==> config.mk <==
export PLATFORM = sky130hd
export DESIGN_NAME = csp_top
export DESIGN_NICKNAME = d
export VERILOG_FILES = /design/src/shared/csp_pkg.sv /design/src/shared/csp_div_if.sv /design/src/csp_prescaler.sv /design/src/csp_switch.sv /design/src/csp_top.sv
export SDC_FILE = /design/constraint.sdc
export NUM_CORES = 1
export LEC_CHECK = 0
export BUFFER_PORTS_ARGS = -buffer_cell sky130_fd_sc_hd__buf_2
export CAP_MARGIN = 20
export CORE_AREA = 2 2 122 124
export CTS_CLUSTER_DIAMETER = 40
export CTS_CLUSTER_SIZE = 12
export DETAILED_ROUTE_END_ITERATION = 16
export DIE_AREA = 0 0 124 126
export GPL_TIMING_DRIVEN = 0
export SLEW_MARGIN = 15
export SYNTH_ARGS = -nofsm -noshare
export SYNTH_HDL_FRONTEND = slang
export SYNTH_SLANG_ARGS = --single-unit
==> constraint.sdc <==
create_clock -name clk -period 2.45 [get_ports clk]
set_clock_uncertainty 0.2 [all_clocks]
set_input_delay 0.245 -clock clk [delete_from_list [all_inputs] [get_ports clk]]
set_output_delay 0.245 -clock clk [all_outputs]
set_load 0.01 [all_outputs]
==> src/shared/csp_pkg.sv <==
// Constants of the clock select and prescaler block.
// Assumes a 32-bit APB slave with byte addresses on a 12-bit offset.
package csp_pkg;
    // =====================================================
    // Register offsets
    localparam logic [11:0] CSP_OFF_PLLPRE = 12'h000;
    localparam logic [11:0] CSP_OFF_PLLSEL = 12'h004;
    localparam logic [11:0] CSP_OFF_SRCSEL = 12'h008;
    localparam logic [11:0] CSP_OFF_UPDATE = 12'h00C;
    localparam logic [11:0] CSP_OFF_STATUS = 12'h010;
    localparam logic [11:0] CSP_OFF_USBPRE = 12'h014;
    localparam logic [11:0] CSP_OFF_AHBPRE = 12'h018;
    localparam logic [11:0] CSP_OFF_APB1PRE = 12'h01C;
    localparam logic [11:0] CSP_OFF_APB2PRE = 12'h020;
    localparam logic [11:0] CSP_OFF_MCLKPRE = 12'h024;
    // =====================================================
    // Field positions
    localparam int CSP_DIV_EN_BIT = 0;
    localparam int CSP_PLL_GATE_BIT = 5;
    localparam int CSP_USB_GATE_BIT = 3;
    localparam int CSP_BUS_GATE_BIT = 7;
    localparam int CSP_PLL_RATIO_W = 4;
    localparam int CSP_USB_RATIO_W = 2;
    localparam int CSP_BUS_RATIO_W = 6;
    localparam logic [1:0] CSP_USB_R_DIV2 = 2'h0;
    localparam logic [1:0] CSP_USB_R_DIV1P5 = 2'h2;
    // =====================================================
    // Reset values
    localparam logic [31:0] CSP_REG_RST = 32'h00000000;
    localparam int CSP_FRAC_LAST = 2;
    // =====================================================
    // System clock sources
    typedef enum logic [1:0] {
        CSP_SYS_INT8 = 2'b00,
        CSP_SYS_INT48 = 2'b01,
        CSP_SYS_PLL = 2'b10,
        CSP_SYS_EXT = 2'b11
    } csp_src_t;
endpackage

==> src/shared/csp_div_if.sv <==
// Carrier between the top and one prescaler instance.
// Assumes all ticks are one-cycle pulses on clk.
interface csp_div_if #(parameter int RW = 6) (input wire logic clk, input wire logic rst_b);
    logic tick_in;
    logic gate;
    logic div_en;
    logic frac;
    logic [RW-1:0] ratio;
    logic tick_out;
    modport core (input clk, rst_b, tick_in, gate, div_en, frac, ratio, output tick_out);
    modport ctl (output tick_in, gate, div_en, frac, ratio, input tick_out);
endinterface

==> src/csp_prescaler.sv <==
// Gated tick divider: ratio+2, or 2 of 3 ticks in fraction mode.
// Assumes input ticks are same-domain one-cycle pulses.
module csp_prescaler import csp_pkg::*; #(
    parameter int RW = 6
) (
    // Carrier
    csp_div_if.core d
);
    if (RW < 1 || RW > 9) begin : g_bad
        $error("csp_prescaler: RW out of range");
    end

    logic [RW:0] cnt_r;
    logic [RW:0] cnt_nxt;
    logic out_r;
    logic out_nxt;
    wire [RW:0] limit = {1'b0, d.ratio} + {{RW{1'b0}}, 1'b1};
    wire [RW:0] last = d.frac ? (RW+1)'(CSP_FRAC_LAST) : limit;
    wire at_last = (cnt_r >= last);

    always_comb begin
        cnt_nxt = cnt_r;
        out_nxt = 1'b0;
        if (!d.gate) begin
            cnt_nxt = '0;
        end else if (!d.div_en) begin
            cnt_nxt = '0;
            out_nxt = d.tick_in;
        end else if (d.tick_in) begin
            cnt_nxt = at_last ? '0 : cnt_r + 1'b1;
            out_nxt = d.frac ? !at_last : at_last;
        end
    end

    always_ff @(posedge d.clk) begin
        if (!d.rst_b) begin
            cnt_r <= '0;
            out_r <= 1'b0;
        end else begin
            cnt_r <= cnt_nxt;
            out_r <= out_nxt;
        end
    end

    assign d.tick_out = out_r;
endmodule

==> src/csp_switch.sv <==
// System clock source switch with pending update request.
// Assumes stable flags are already synchronised.
module csp_switch import csp_pkg::*; (
    // Clock and reset
    input wire logic clk,
    input wire logic rst_b,
    // Request
    input wire logic req,
    input wire logic [1:0] sel,
    input wire logic [3:0] stable,
    // State
    output csp_src_t cur,
    output logic pending
);
    csp_src_t cur_r;
    csp_src_t tgt_r;
    logic pend_r;
    wire done = pend_r && stable[tgt_r];

    always_ff @(posedge clk) begin
        if (!rst_b) begin
            cur_r <= CSP_SYS_INT8;
            tgt_r <= CSP_SYS_INT8;
            pend_r <= 1'b0;
        end else begin
            if (done) begin
                cur_r <= tgt_r;
            end
            if (req) begin
                tgt_r <= csp_src_t'(sel);
                pend_r <= 1'b1;
            end else if (done) begin
                pend_r <= 1'b0;
            end
        end
    end

    assign cur = cur_r;
    assign pending = pend_r;
endmodule

==> src/csp_top.sv <==
// Clock source select and prescaler front end with APB registers.
// Assumes oscillator ticks come from clk-domain logic; stable flags are asynchronous.
//
// Functional notes
// - PLL reference prescaler passes its input only while bit 5 is one.
// - PLL reference ratio in bits 4:1 divides by value plus two.
// - PLL reference division applies only while bit 0 is one.
// - PLL reference select: zero picks 8 MHz internal, one picks external oscillator.
// - System source field 00 8 MHz, 01 48 MHz, 10 PLL, 11 external.
// - Running source changes only after software writes one to update bit.
// - Update bit clears itself once the switch is taken over.
// - Switch completes only when target reports stable; old source runs meanwhile.
// - After reset the system clock runs from the 8 MHz internal oscillator.
// - USB prescaler receives input only while bit 3 is one.
// - USB ratio bits 2:1: 00 divide 2, 10 divide 1.5, else 3.
// - USB division applies only while bit 0 is one.
// - AHB ratio bits 6:1 divides by value plus two; no input gate.
// - AHB division applies only while bit 0 is one.
// - APB1 prescaler receives input only while bit 7 is one.
// - APB1 ratio bits 6:1 divides by value plus two.
// - APB1 division applies only while bit 0 is one.
// - APB2 prescaler receives input only while bit 7 is one.
// - APB2 ratio bits 6:1 divides by value plus two when enabled.
// - Audio master clock prescaler receives input only while bit 7 is one.
// - Audio master clock ratio bits 6:1 divides by value plus two when enabled.
//
// Local design decision: the APB register port.
module csp_top import csp_pkg::*; (
    // Clock and reset
    input wire logic clk,
    input wire logic rst_b,
    // APB slave
    input wire logic psel,
    input wire logic penable,
    input wire logic pwrite,
    input wire logic [11:0] paddr,
    input wire logic [31:0] pwdata,
    output logic [31:0] prdata,
    output logic pready,
    output logic pslverr,
    // Oscillator ticks
    input wire logic internal_8mhz_osc,
    input wire logic internal_48mhz_osc,
    input wire logic external_hf_osc,
    input wire logic pll_out,
    // Oscillator stable flags
    input wire logic internal_8mhz_ok,
    input wire logic internal_48mhz_ok,
    input wire logic external_hf_ok,
    input wire logic pll_ok,
    // Divided ticks
    output logic pll_ref_tick,
    output logic system_clock,
    output logic usb_tick,
    output logic ahb_tick,
    output logic apb1_tick,
    output logic apb2_tick,
    output logic mclk_tick,
    output logic [1:0] source_select
);
    // =====================================================
    // Register state
    logic [5:0] pllpre_r;
    logic pllsel_r;
    logic [1:0] srcsel_r;
    logic [3:0] usbpre_r;
    logic [6:0] ahbpre_r;
    logic [7:0] apb1pre_r;
    logic [7:0] apb2pre_r;
    logic [7:0] mclkpre_r;
    logic [31:0] prdata_r;
    logic pready_r;
    logic pslverr_r;
    logic sys_tick_r;
    logic [1:0] cur_src_r;
    logic [3:0] stab_s1_r;
    logic [3:0] stab_s2_r;

    // =====================================================
    // APB decode
    wire setup = psel && !penable;
    wire wr_go = psel && penable && pready_r && pwrite;
    wire hit_pllpre = (paddr == CSP_OFF_PLLPRE);
    wire hit_pllsel = (paddr == CSP_OFF_PLLSEL);
    wire hit_srcsel = (paddr == CSP_OFF_SRCSEL);
    wire hit_update = (paddr == CSP_OFF_UPDATE);
    wire hit_status = (paddr == CSP_OFF_STATUS);
    wire hit_usbpre = (paddr == CSP_OFF_USBPRE);
    wire hit_ahbpre = (paddr == CSP_OFF_AHBPRE);
    wire hit_apb1pre = (paddr == CSP_OFF_APB1PRE);
    wire hit_apb2pre = (paddr == CSP_OFF_APB2PRE);
    wire hit_mclkpre = (paddr == CSP_OFF_MCLKPRE);
    wire mapped = hit_pllpre || hit_pllsel || hit_srcsel || hit_update || hit_status
        || hit_usbpre || hit_ahbpre || hit_apb1pre || hit_apb2pre || hit_mclkpre;
    wire upd_req = wr_go && hit_update && pwdata[0];

    // =====================================================
    // Switch state
    csp_src_t cur_src;
    logic sw_pending;

    csp_switch u_switch (
        .clk(clk),
        .rst_b(rst_b),
        .req(upd_req),
        .sel(srcsel_r),
        .stable(stab_s2_r),
        .cur(cur_src),
        .pending(sw_pending)
    );

    // Update bit is write-only: it reads as zero, pending shows in status
    wire [31:0] rd_mux =
        hit_pllpre ? {26'h0, pllpre_r} :
        hit_pllsel ? {31'h0, pllsel_r} :
        hit_srcsel ? {30'h0, srcsel_r} :
        hit_status ? {29'h0, sw_pending, cur_src} :
        hit_usbpre ? {28'h0, usbpre_r} :
        hit_ahbpre ? {25'h0, ahbpre_r} :
        hit_apb1pre ? {24'h0, apb1pre_r} :
        hit_apb2pre ? {24'h0, apb2pre_r} :
        hit_mclkpre ? {24'h0, mclkpre_r} : 32'h00000000;

    always_ff @(posedge clk) begin
        if (!rst_b) begin
            prdata_r <= CSP_REG_RST;
            pready_r <= 1'b0;
            pslverr_r <= 1'b0;
        end else begin
            pready_r <= setup;
            if (setup) begin
                prdata_r <= pwrite ? 32'h00000000 : rd_mux;
                pslverr_r <= !mapped;
            end
        end
    end

    // =====================================================
    // Register writes, only defined fields stored
    always_ff @(posedge clk) begin
        if (!rst_b) begin
            pllpre_r <= CSP_REG_RST[5:0];
            pllsel_r <= CSP_REG_RST[0];
            srcsel_r <= CSP_REG_RST[1:0];
            usbpre_r <= CSP_REG_RST[3:0];
            ahbpre_r <= CSP_REG_RST[6:0];
            apb1pre_r <= CSP_REG_RST[7:0];
            apb2pre_r <= CSP_REG_RST[7:0];
            mclkpre_r <= CSP_REG_RST[7:0];
        end else if (wr_go) begin
            if (hit_pllpre) begin
                pllpre_r <= pwdata[5:0];
            end else if (hit_pllsel) begin
                pllsel_r <= pwdata[0];
            end else if (hit_srcsel) begin
                srcsel_r <= pwdata[1:0];
            end else if (hit_usbpre) begin
                usbpre_r <= pwdata[3:0];
            end else if (hit_ahbpre) begin
                ahbpre_r <= pwdata[6:0];
            end else if (hit_apb1pre) begin
                apb1pre_r <= pwdata[7:0];
            end else if (hit_apb2pre) begin
                apb2pre_r <= pwdata[7:0];
            end else if (hit_mclkpre) begin
                mclkpre_r <= pwdata[7:0];
            end
        end
    end

    // =====================================================
    // Stable flag synchronisers and source mux
    always_ff @(posedge clk) begin
        if (!rst_b) begin
            stab_s1_r <= 4'h0;
            stab_s2_r <= 4'h0;
        end else begin
            stab_s1_r <= {external_hf_ok, pll_ok, internal_48mhz_ok, internal_8mhz_ok};
            stab_s2_r <= stab_s1_r;
        end
    end

    wire [3:0] src_ticks = {external_hf_osc, pll_out, internal_48mhz_osc, internal_8mhz_osc};
    wire sys_src_tick = src_ticks[cur_src];
    wire pll_in_tick = pllsel_r ? external_hf_osc : internal_8mhz_osc;

    always_ff @(posedge clk) begin
        if (!rst_b) begin
            sys_tick_r <= 1'b0;
            cur_src_r <= CSP_SYS_INT8;
        end else begin
            sys_tick_r <= sys_src_tick;
            cur_src_r <= cur_src;
        end
    end

    // =====================================================
    // Prescalers
    csp_div_if #(.RW(CSP_PLL_RATIO_W)) pll_if (.clk(clk), .rst_b(rst_b));
    csp_div_if #(.RW(CSP_USB_RATIO_W)) usb_if (.clk(clk), .rst_b(rst_b));
    csp_div_if #(.RW(CSP_BUS_RATIO_W)) ahb_if (.clk(clk), .rst_b(rst_b));
    csp_div_if #(.RW(CSP_BUS_RATIO_W)) apb1_if (.clk(clk), .rst_b(rst_b));
    csp_div_if #(.RW(CSP_BUS_RATIO_W)) apb2_if (.clk(clk), .rst_b(rst_b));
    csp_div_if #(.RW(CSP_BUS_RATIO_W)) mclk_if (.clk(clk), .rst_b(rst_b));

    wire [1:0] usb_ratio = usbpre_r[2:1];

    assign pll_if.tick_in = pll_in_tick;
    assign pll_if.gate = pllpre_r[CSP_PLL_GATE_BIT];
    assign pll_if.div_en = pllpre_r[CSP_DIV_EN_BIT];
    assign pll_if.frac = 1'b0;
    assign pll_if.ratio = pllpre_r[4:1];

    assign usb_if.tick_in = sys_src_tick;
    assign usb_if.gate = usbpre_r[CSP_USB_GATE_BIT];
    assign usb_if.div_en = usbpre_r[CSP_DIV_EN_BIT];
    assign usb_if.frac = (usb_ratio == CSP_USB_R_DIV1P5);
    assign usb_if.ratio = (usb_ratio == CSP_USB_R_DIV2) ? 2'h0 : 2'h1;

    assign ahb_if.tick_in = sys_src_tick;
    assign ahb_if.gate = 1'b1;
    assign ahb_if.div_en = ahbpre_r[CSP_DIV_EN_BIT];
    assign ahb_if.frac = 1'b0;
    assign ahb_if.ratio = ahbpre_r[6:1];

    assign apb1_if.tick_in = sys_src_tick;
    assign apb1_if.gate = apb1pre_r[CSP_BUS_GATE_BIT];
    assign apb1_if.div_en = apb1pre_r[CSP_DIV_EN_BIT];
    assign apb1_if.frac = 1'b0;
    assign apb1_if.ratio = apb1pre_r[6:1];

    assign apb2_if.tick_in = sys_src_tick;
    assign apb2_if.gate = apb2pre_r[CSP_BUS_GATE_BIT];
    assign apb2_if.div_en = apb2pre_r[CSP_DIV_EN_BIT];
    assign apb2_if.frac = 1'b0;
    assign apb2_if.ratio = apb2pre_r[6:1];

    assign mclk_if.tick_in = sys_src_tick;
    assign mclk_if.gate = mclkpre_r[CSP_BUS_GATE_BIT];
    assign mclk_if.div_en = mclkpre_r[CSP_DIV_EN_BIT];
    assign mclk_if.frac = 1'b0;
    assign mclk_if.ratio = mclkpre_r[6:1];

    // Disabled dividers pass ticks through inside each instance
    csp_prescaler #(.RW(CSP_PLL_RATIO_W)) u_pll_pre (.d(pll_if));
    csp_prescaler #(.RW(CSP_USB_RATIO_W)) u_usb_pre (.d(usb_if));
    csp_prescaler #(.RW(CSP_BUS_RATIO_W)) u_ahb_pre (.d(ahb_if));
    csp_prescaler #(.RW(CSP_BUS_RATIO_W)) u_apb1_pre (.d(apb1_if));
    csp_prescaler #(.RW(CSP_BUS_RATIO_W)) u_apb2_pre (.d(apb2_if));
    csp_prescaler #(.RW(CSP_BUS_RATIO_W)) u_mclk_pre (.d(mclk_if));

    // =====================================================
    // Outputs
    assign prdata = prdata_r;
    assign pready = pready_r;
    assign pslverr = pslverr_r;
    assign pll_ref_tick = pll_if.tick_out;
    assign usb_tick = usb_if.tick_out;
    assign ahb_tick = ahb_if.tick_out;
    assign apb1_tick = apb1_if.tick_out;
    assign apb2_tick = apb2_if.tick_out;
    assign mclk_tick = mclk_if.tick_out;
    assign system_clock = sys_tick_r;
    assign source_select = cur_src_r;

    // =====================================================
    // Assertions
    pll_gate_off_a: assert property (@(posedge clk) disable iff (!rst_b)
        !pllpre_r[CSP_PLL_GATE_BIT] |=> !pll_ref_tick)
        else $error("pll prescaler ticked while gated off");

    apb1_gate_off_a: assert property (@(posedge clk) disable iff (!rst_b)
        !apb1pre_r[CSP_BUS_GATE_BIT] |=> !apb1_tick)
        else $error("apb1 prescaler ticked while gated off");

    pass_through_a: assert property (@(posedge clk) disable iff (!rst_b)
        (apb2pre_r[CSP_BUS_GATE_BIT] && !apb2pre_r[CSP_DIV_EN_BIT]) |=> (apb2_tick == $past(sys_src_tick)))
        else $error("apb2 tick not passed through");

    ahb_div2_a: assert property (@(posedge clk) disable iff (!rst_b)
        (ahb_tick && ahbpre_r == 7'h01 && $past(ahbpre_r) == 7'h01) |=> !ahb_tick)
        else $error("ahb divide by two ticked twice in a row");

    switch_cause_a: assert property (@(posedge clk) disable iff (!rst_b)
        (cur_src != $past(cur_src)) |-> $past(sw_pending) && $past(stab_s2_r[u_switch.tgt_r]))
        else $error("source changed without pending stable update");

    self_clear_a: assert property (@(posedge clk) disable iff (!rst_b)
        (sw_pending && !upd_req && stab_s2_r[u_switch.tgt_r]) |=> !sw_pending)
        else $error("update bit not cleared after switch");

    hold_unstable_a: assert property (@(posedge clk) disable iff (!rst_b)
        (sw_pending && !stab_s2_r[u_switch.tgt_r]) |=> $stable(cur_src))
        else $error("source switched to unstable target");

    reset_source_a: assert property (@(posedge clk)
        !rst_b |=> (cur_src == CSP_SYS_INT8) && !sw_pending)
        else $error("source not internal 8 MHz after reset");

    reserved_zero_a: assert property (@(posedge clk) disable iff (!rst_b)
        (setup && !pwrite && hit_ahbpre) |=> (prdata[31:7] == 25'h0))
        else $error("reserved bits read nonzero");
endmodule
==> results.txt, run 1 <==
The HPWL after detailed placement is 12.9 mm. Hold is met by 0.0215 ns. Startpoint kind of the worst setup timing path: a register. The number of antenna violations at the first check in global routing is 0, and the worst path setup slack after routing is 0.0726 ns. The region available for standard cell placement spans 0.0143 mm². Data arrives at the worst endpoint at 2.42 ns. The worst hold path belongs to the class in2reg.

The critical path is of the reg2reg type. The tools report the number of H-tree levels as 3. The number of sinks driven by the clock tree was 112; the number of nets in the layout was 924. The routed design has 17.0 mm of wire.

The initial utilization of the core area, before any placement, comes to 44.1%. In this run the core area contains 44 standard-cell rows. For the pin with the worst max-slew slack, the measured transition is 1.00 ns. The tightest slew margin relative to the limit was 32.2%; the remaining number of nets flagged by the antenna check after routing was 0. The largest total area in the synthesized netlist belongs to dfxtp_1. For this design, the slowest cell found on the critical path is dfxtp_2. The post-placement setup slack came out at -0.162 ns. The floorplan step defined a die boundary enclosing 0.0156 mm². Sequential elements use 35.5% of the synthesized area. Multiplexer cells account for 5.05% of the synthesized area.

The synthesized netlist occupies a cell area of 0.00631 mm². The share of async-settable or async-resettable flops after synthesis is 0%. After Yosys synthesis, XOR and XNOR cells account for 6.52% of the synthesized area. Summing the areas of all compound-gate instances in the mapped netlist gives 13.9% of the synthesized area.

For this run, the number of Yosys warnings is 0. The flow ran to the end, and the final reports show no timing, DRC or antenna violations. The delay contributed by the slowest stage of the critical path works out to 0.37 ns. The final clock period utilization by the worst path is 97.0%.

STA classifies the critical path endpoint as a register. The power per standard cell area was 492 mW/mm²; the share of post-route cells with drive strength above 1 was 17.8%. After detailed routing, the average wire length per cell comes to 16.9 µm. The number of instances in the synthesized netlist was 732. TritonCTS built the clock tree. The tools report the number of global-route vias before repair as 5279. The total iterations of the first detailed-routing run was 4; the count of pins on the block boundary was 100. Setup violations remaining at the end of the flow were counted as 0.

After synthesis, the cell types taking the most area are dfxtp_1 36%, ha_1 9.1%, nand2_1 4.7%. The insertion delay of the later-clocked pin in the worst-skew pair was 0.36 ns. For this block, the via count after detailed routing is 5576.

0 antenna diodes ended up in the layout. At the worst endpoint, the required time is 2.49 ns. The primary flip-flop cell chosen by synthesis mapping was dfxtp_1. Entering global routing, the biggest net connects 19 pins.

The tools report the critical register-to-register path startpoint as ahbpre_r[1]. In this run, the number of DRC markers left after iteration 0 of detailed routing was 347. Port buffering added 47 buffers. The share of the synthesized area in the top cell type came out at 35.5%.

Launch point of the worst path: ahbpre_r[1]. The largest fanout on the critical path came out at 5. The per-cell via count in the routed design was 5.52.

Global routing finished with a remaining overflow of 0. In this run the horizontal extent of the chip is 124 µm. The adder and majority cell fraction of the synthesized area came out at 9.11%. Total count of hold-check failures in the final report: 0. The root buffer cell chosen for the clock tree is clkbuf_16. The number of max-cap violations was 0. The floorplan step set the die height to 126 µm.

Synthesis inferred 112 register bits. The number of enable flip-flop cells after synthesis is 0. The number of cells traversed by the worst register-to-register path works out to 8. Global routing used 23.1% of the available tracks.

For the number of CTS-inserted buffers, the log shows 9. Cell depth of the worst min-delay path: 3. No sink is reached through more buffers than the 2 on the longest clock path. The first global-routing pass estimated 27.7 mm of wire. Summed over all cells, the static leakage comes to 2.94 nW. Derived from the worst setup path, the maximum achievable clock frequency is 421 MHz. After synthesis, the netlist uses 69 different library cells. DRC violation count after routing: 0.

Largest family of logic cells by synthesized area: simple AND/OR/NAND/NOR gates. The clock-pin slew on the worst setup and hold paths came out at 0.07 ns. The number of max-slew violations in the final report came out at 0. The synthesized netlist devotes 23.5% of its cell area to simple gates. The smallest clock period supported by the final layout is computed as 2.38 ns. At the end of routability-driven placement, the weighted congestion stood at 0.953. Mean post-synth cell area: 8.63 µm².

The critical path goes through ha_2, nand3_1, xor2_1, ha_1, a21o_1, a221oi_2, nor2b_1, o31a_1. The startpoint identified for the worst hold timing path is pwdata[6]. IR analysis of the VDD net gives a maximum drop of 0.327 mV.

From synthesis to final layout, the design area changed by 16.0%.
## cells in the mapped netlist (4+ instances only)
cell and number:
nand2_1 79, nor3_1 4, o21ai_0 15, buf_2 8, inv_1 21, or2_2 5
clkbuf_1 19, a31oi_1 6, xor2_1 31, dfxtp_1 112, ha_1 46, a21o_1 8
mux2i_1 24, a221oi_1 4, and2_1 13, nor2_1 57, nand4_1 16, and3_1 11
or3_1 4, a21oi_1 58, o22a_1 4, nand2b_1 10, buf_4 25, a22oi_1 4
nor2b_1 11, xnor2_1 16, nand3_1 47
## flip-flops by register name, summed over array words and instances (netlist names), 2 cells and up
signal,cells
u_switch.cur,2
mclkpre_r,8
srcsel_r,2
u_usb_pre.cnt_r,3
apb1pre_r,8
usbpre_r,4
u_apb2_pre.cnt_r,7
ahbpre_r,7
u_ahb_pre.cnt_r,7
u_switch.tgt_r,2
prdata,8
u_apb1_pre.cnt_r,7
apb2pre_r,8
pllpre_r,6
u_mclk_pre.cnt_r,7
u_pll_pre.cnt_r,5
stab_s1_r,4
stab_s2_r,4
source_select,2
## placed cells by master (no fill, tap or decap), drive strengths merged, types with 24 or more instances in the layout
cell	count
nand2	79
clkbuf	29
inv	24
mux2i	24
conb	24
a21oi	58
xor2	31
dfxtp	112
nand3	49
buf	86
nor2	57
ha	46
## area by class of cell
class / count / area (µm²)
fillers: 1388 / 6990
repair buffers: 55 / 308
clock inverters: 6 / 66.3
clock buffers: 10 / 239
inverters: 22 / 82.6
well taps: 184 / 230
flip-flops and latches: 112 / 2250
multi-input cells: 566 / 3830
plain buffers: 55 / 320
## report_power, final
| part | switching, mW | total, mW | internal [mW] |
|---|---|---|---|
| Sequential | 0.00231 | 1.83 | 1.83 |
| Combinational | 0.171 | 0.265 | 0.0934 |
| Clock | 0.682 | 1.51 | 0.827 |
| Total | 0.855 | 3.60 | 2.75 |
## per-stage QoR
step	std cells	power (mW)	util [%]	instance area [µm²]	setup TNS, ns
floorplan	755	2.03	-	6400	0
global placement	986	2.12	48.0	6870	-1.33
detailed placement	986	2.12	48.0	6870	-1.79
CTS	1007	3.65	50.7	7260	0
global route	1010	3.75	51.2	7330	-0.00335
finish	1010	3.60	51.2	7330	0
## path summary, 6_finish.rpt
path,endpoint,slack (ns)
setup reg to reg,u_ahb_pre.d.tick_out,0.07
hold / removal,apb2pre_r[6],0.02
setup / recovery,u_ahb_pre.d.tick_out,0.07
hold reg to reg,stab_s2_r[2],0.24
## kinds of logic (layout without fill, tap and decap cells)
family / after synthesis / count (layout)
buffers and inverters: 77 / 148
xor gates and xnor gates: 47 / 47
muxes: 29 / 29
AOI/OAI and AO/OA: 136 / 136
other: 1 / 24
adders and majority gates: 46 / 46
and+or+nand+nor: 284 / 284
DFF: 112 / 112
## critical path, delay by kind of cell (launching register included)
kind / cells / cell delay [ns]
AO/OA/AOI/OAI: 3 / 0.82
adder cells (fa/ha/maj): 2 / 0.50
flip-flops: 1 / 0.37
AND/OR/NAND/NOR: 2 / 0.23
XOR/XNOR: 1 / 0.16
## timing repair
item,CTS,global route
setup buffers,0,3
endpoints found under the hold margin,7,0
resized for setup,7,16
hold buffers,5,0
setup endpoints to repair,26,52
pin swaps,1,5
## per-layer routing
metal | GRT usage (%) | share of wire (%) | up-vias
li1 | - | - | 2723
met3 | 3.53 | 5.3 | 46
met4 | 12.4 | 4.5 | 0
met2 | 34.7 | 44 | 193
met1 | 31.6 | 46 | 2614
met5 | 0 | 0 | -
Note: power is estimated with default switching activity, not from simulation.
==> run 2, diff against run 1 <==
- CORE_AREA: 2 2 122 124 -> 2 2 110 112
- DIE_AREA: 0 0 124 126 -> 0 0 112 114
- PLACE_DENSITY: not set -> 0.77
- RECOVER_POWER: not set -> 100
==> results.txt, run 2 (synthesis gave the netlist of run 1 again) <==
TritonCTS built the clock tree. The signed area change from the synthesized netlist to the final layout is 15.7%, and the delay contributed by the slowest stage of the critical path is 0.38 ns. Summing internal, switching and leakage power gives 3.75 mW. The worst hold slack after final layout is 0.0146 ns.

Cell type group with the largest total delay on the critical path: compound AO/OA/AOI/OAI gates. Data on the critical path arrives at its endpoint at 2.48 ns. TritonCTS created 9 clock buffers. The critical path in this run is classified as reg2reg.

The tools report the maximum VDD drop as 0.692 mV. At the end of routability-driven placement, the weighted congestion stood at 0.972. The H-tree was split into 3 levels. The number of max-slew violations in the final report was 0.

The worst hold path belongs to the class in2reg. Setup violations remaining at the end of the flow were counted as 0. For the number of global-route vias before repair, the log shows 5566.

In this run the worst path has a maximum fanout of 5. For the pin count of the biggest net entering global routing, the log shows 20. The total global-route track usage is 27.4%. For the worst setup path, the data required time is 2.56 ns. In the routed design, unresolved DRC markers number 0. The tools report the worst path setup slack after routing as 0.0787 ns. The power share of the sequential group is 48.8%, and the total of buffers placed on input and output ports is 47.

First-pass GRT wire length: 27.8 mm. The first detailed-routing pass ran for 6 iterations. At the placement stage, the worst setup path has a slack of -0.120 ns. In this run the core area contains 40 standard-cell rows. The tools report the capturing element type of the critical path as a register.

The logs give 0.0128 mm² for the area of the die and 2.87 nW for the leakage power figure. Cells with a size suffix above 1 make up 14.9% of the layout. The clock-pin slew on the worst setup and hold paths is 0.07 ns. The run gives 44.0% as the proportion of power drawn by the clock network. In the final routed layout, each cell accounts on average for 17.7 µm. The routed layout has 5686 vias. The number of nets in the layout is 926. 0 antenna diodes ended up in the layout.

The tools report the remaining number of nets flagged by the antenna check after routing as 0. 100 I/O pins were placed. For the pin with the worst max-slew slack, the measured transition is 0.779 ns. The insertion delay of the later-clocked pin in the worst-skew pair came out at 0.36 ns.

The run finished with clean final reports. The share of power burned in combinational logic was 7.1%; the final clock period utilization by the worst path was 96.8%. The time the worst path needs with I/O delays and setup is 2.37 ns. Most common cell after layout, fill and taps aside: dfxtp_1.

The cell with the largest stage delay on the worst path is dfxtp_2. The signal on the critical path passes through ha_1, nand3_1, xor2_1, ha_1, o211a_1, a221oi_4, o21ba_2, a41o_1. The run gives 0 as the total count of hold-check failures in the final report. In this run the cell area measured after placement is 0.00682 mm². The per-cell via count in the routed design came out at 5.83. Summed over all layers, the routed wires come to 17.3 mm.

After routing the design area is 0.00730 mm². Counting the fill cells in the layout gives 1008. In this run switching power makes up 23.7% of total power. Based on the critical path, the design can be clocked at up to 422 MHz. Measured against its own limit, the worst slew margin works out to 46.7%.

The run gives 0 as the number of max-cap violations. Cells fill 62.4% of the core in the end. Initial core utilization: 53.9%. Power spread over the standard cell area amounts to 513 mW/mm². The count of buffer and inverter cells on the critical path works out to 0. The cell repeated most along the worst path is ha_1.

The detailed router finished its first iteration with 357 violations. Number of antenna violations at the first check in global routing: 0. The tools report the buffer type at the clock tree root as clkbuf_16.

Clock tree synthesis found a total of 112 sinks. In the layout the commonest cells are 102 x dfxtp_1, 79 x nand2_1, 58 x a21oi_1. The die extent in x is 112 µm. The area of the core is 0.0117 mm², and the post-DP HPWL is 12.7 mm. The worst setup path is launched from a register. The total overflow reported by the global router is 0, and the power dissipated by switching net loads is 0.888 mW.

Cell internal power was estimated by the tool at 2.86 mW. No sink is reached through more buffers than the 2 on the longest clock path. Die outline height: 114 µm.
-- run 2: changes by cell type in the layout (fill, tap and decap cells not counted), sizes merged --
cell	previous run	this run
clkbuf	29	53
buf	86	64
clkinv	3	0
bufinv	1	2
clkinvlp	0	1
inv	24	25
-- run 2: metrics by stage --
stage	TNS, ns	instances
after CTS	0	970
after floorplan	0	755
final	0	975
after detailed placement	-1.21	949
after global placement	-0.649	949
after global routing	-0.00290	975
-- run 2: cell type report --
cell class	count	area (µm²)	area share (%)
tap	147	184	2.52
multi-input combinational	566	3840	52.5
inverter	22	82.6	1.13
timing repair buffer	57	298	4.08
clock buffer	10	239	3.27
buffer	55	313	4.28
clock inverter	6	96.3	1.32
sequential	112	2250	30.9
-- run 2: path summary, 6_finish.rpt --
kind                     start                  end  slack [ns]  depth (start not counted)
hold / removal       pwdata[6]         mclkpre_r[6]        0.01                          3
setup reg to reg  apb2pre_r[2]  u_apb2_pre.cnt_r[1]        0.08                          8
setup / recovery  apb2pre_r[2]  u_apb2_pre.cnt_r[1]        0.08                          8
hold reg to reg   stab_s1_r[1]         stab_s2_r[1]        0.24                          1
-- run 2: power by group through the flow --
stage | sequential, mW | combinational (mW) | clock (mW)
3_3_place_gp | 1.87 | 0.247 | 0
2_1_floorplan | 1.87 | 0.152 | 0
4_1_cts | 1.83 | 0.257 | 1.67
5_1_grt | 1.83 | 0.284 | 1.73
3_5_place_dp | 1.87 | 0.248 | 0
6_report | 1.83 | 0.267 | 1.65
-- run 2: layer usage --
| layer | routed length (µm) | GRT usage (%) | vias up |
|---|---|---|---|
| li1 | - | - | 2732 |
| met1 | 7200 | 33.7 | 2649 |
| met2 | 8130 | 46.1 | 256 |
| met3 | 1380 | 6.54 | 49 |
| met4 | 555 | 12.0 | 0 |
| met5 | 0 | 0 | - |
-- run 2: timing repair --
item | 4_1_cts | 5_1_grt
pin swaps | 0 | 3
hold buffers | 5 | 0
setup endpoints to repair | 22 | 53
gates resized for setup | 7 | 16
hold endpoints to repair | 7 | 0
setup buffers | 0 | 5
-- run 2: tightest hold or removal path: stages --
cell     delay [ns]
buf_2          0.15
nand3_1        0.08
a21oi_1        0.05
==> run 3, diff against run 2 <==
- BUFFER_PORTS_ARGS: -buffer_cell sky130_fd_sc_hd__buf_2 -> not set
- CORE_AREA: 2 2 110 112 -> 4 4 112 114
- DIE_AREA: 0 0 112 114 -> 0 0 116 118
- DONT_BUFFER_PORTS: not set -> 1
- GPL_TIMING_DRIVEN: 0 -> 1
- PLACE_DENSITY: 0.77 -> 0.7
==> results.txt, run 3 (synthesis gave the netlist of run 1 again) <==
The flow ran to the end, and the final reports show no timing, DRC or antenna violations. The post-DP HPWL is 11.1 mm. Pin placement for this block handled 100 I/O pins.

The post-route netlist has 8.02% of its cells at a drive strength greater than 1. The floorplan row count is 39, and the number of antenna violations at the first check in global routing is 1. Using the TritonRoute via totals, the vias-per-cell ratio works out to 5.88.

The total global-route track usage is 22.9%. Time the worst path needs with I/O delays and setup: 2.34 ns. The design draws 3.40 mW.

The met2 wire length is 7.01 mm. STA puts the critical path data required time at 2.54 ns. Derived from the worst setup path, the maximum achievable clock frequency is 427 MHz.

For this block, the initial DRC count from the detailed router was 450. Global placer's final weighted congestion: 0.900. The number of H-tree levels was 3. The delay contributed by the slowest stage of the critical path is 0.35 ns.

Routed metal-1 wire length: 6.56 mm. Setup violations remaining at the end of the flow were counted as 0. The DRC violation count after routing came out at 0. The logs give 5129 for the number of global-route vias before repair and 0 for the total count of hold-check failures in the final report. The worst setup path is launched from a register. The capturing element type of the critical path is a register. The die covers 0.0137 mm². The leakage power figure was 2.65 nW. The total overflow reported by the global router was 0; the largest fanout on the critical path was 6. Wire segments on met3 add up to 1.41 mm in the final route. The signed area change from the synthesized netlist to the final layout works out to 9.27%. Across the run, the number of max-cap violations was 0. Overall routed net length: 15.3 mm. The total via count after detailed routing is 5323, and the per-cell routed wire length is 16.9 µm.

Once placement finished, the instance area stood at 0.00646 mm². The worst path arrival time is 2.43 ns, and the maximum number of buffers from clock root to sink is 2. The count of nets left with antenna violations once routing finished came out at 0. The critical path in this run is classified as reg2reg.

The class of the worst hold path is in2reg. The final critical path takes up 95.7% of the cycle. The transition time at the pin with the least slew margin was 1.10 ns; the number of max-slew violations in the final report was 0. The count of buffers added on input and output ports is 0. The die is 116 µm wide. Die outline height: 118 µm. The most common cell after layout, fill and taps aside was dfxtp_1. The clock-pin slew on the worst setup and hold paths was 0.07 ns; the total iterations of the first detailed-routing run was 5. The power per standard cell area came out at 492 mW/mm². The area of the core was 0.0114 mm².

In this design, the critical path's most frequently occurring cell is ha_1. In this run the top signal layer used is met4. Among all stages on the critical path, the largest delay is contributed by dfxtp_1. The tree is rooted in a clkbuf_16. The top cell types in the final layout, fill and taps aside, are 111 x dfxtp_1, 79 x nand2_1, 58 x a21oi_1. After the last flow step, the layout net total stands at 859. Entering global routing, the biggest net connects 55 pins. The tools report the count of buffers added by post-CTS timing repair for setup as 0.

The tools report the initial core utilization as 55.3%. The number of CTS-inserted buffers is 9. The insertion delay of the later-clocked pin in the worst-skew pair is 0.36 ns, and the tightest slew margin relative to the limit is 26.7%. VDD sags by at most 0.463 mV.

The finished cells cover 0.00690 mm². The signal on the critical path passes through ha_1, nand3_1, xor2_1, ha_1, a21o_1, a221oi_2, o2111ai_2, nor2_1. The first-pass GRT wire length is 25.2 mm, and the number of sinks driven by the clock tree is 112. TritonCTS built the clock tree.
run 3: worst paths after layout:
check	cells after the start	slack (ns)	to	from
hold reg to reg	1	0.24	stab_s2_r[3]	stab_s1_r[3]
hold / removal	4	0.01	pllsel_r	paddr[3]
setup reg to reg	8	0.11	u_ahb_pre.cnt_r[5]	ahbpre_r[1]
setup / recovery	8	0.11	u_ahb_pre.cnt_r[5]	ahbpre_r[1]
run 3: worst max-delay path: cells and delay by family (launching register included):
family | cells | cell delay, ns
AOI/OAI and AO/OA | 3 | 0.77
adders and majority gates | 2 | 0.53
DFF | 1 | 0.35
and+or+nand+nor | 2 | 0.27
xor gates and xnor gates | 1 | 0.15
run 3: per-layer routing:
layer | up-vias | global-route usage [%]
li1 | 2597 | -
met1 | 2496 | 29.9
met2 | 197 | 35.5
met3 | 33 | 7.87
met4 | 0 | 6.67
met5 | - | 0
run 3: cell type report:
type,count,area [µm²]
fillers,1029,4520
multi-input cells,566,3750
flip-flops and latches,112,2240
repair buffers,45,368
clock buffers,12,246
well taps,143,179
inverters,22,82.6
clock inverters,4,27.5
diodes,1,2.50
run 3: report_power, final:
part           switching [mW]  internal [mW]  total [mW]
Combinational           0.116         0.0604       0.177
Clock                   0.665          0.723        1.39
Sequential            0.00503           1.83        1.83
run 3: what timing repair did:
action	CTS	global route
hold buffers	18	1
endpoints found under the setup margin	0	29
hold endpoints to repair	68	6
resized for setup	0	7
run 3: stage by stage:
step	setup WS (ns)	hold WS (ns)	util, %	cells	setup TNS (ns)
2_1_floorplan	0.201	0.172	-	755	0
3_5_place_dp	0.0187	0.175	56.6	869	0
5_1_grt	-0.0328	0.0277	60.4	905	-0.107
4_1_cts	0.00726	0.00163	60.5	903	0
3_3_place_gp	0.119	0.174	56.6	869	0
6_report	0.106	0.0108	60.4	905	0
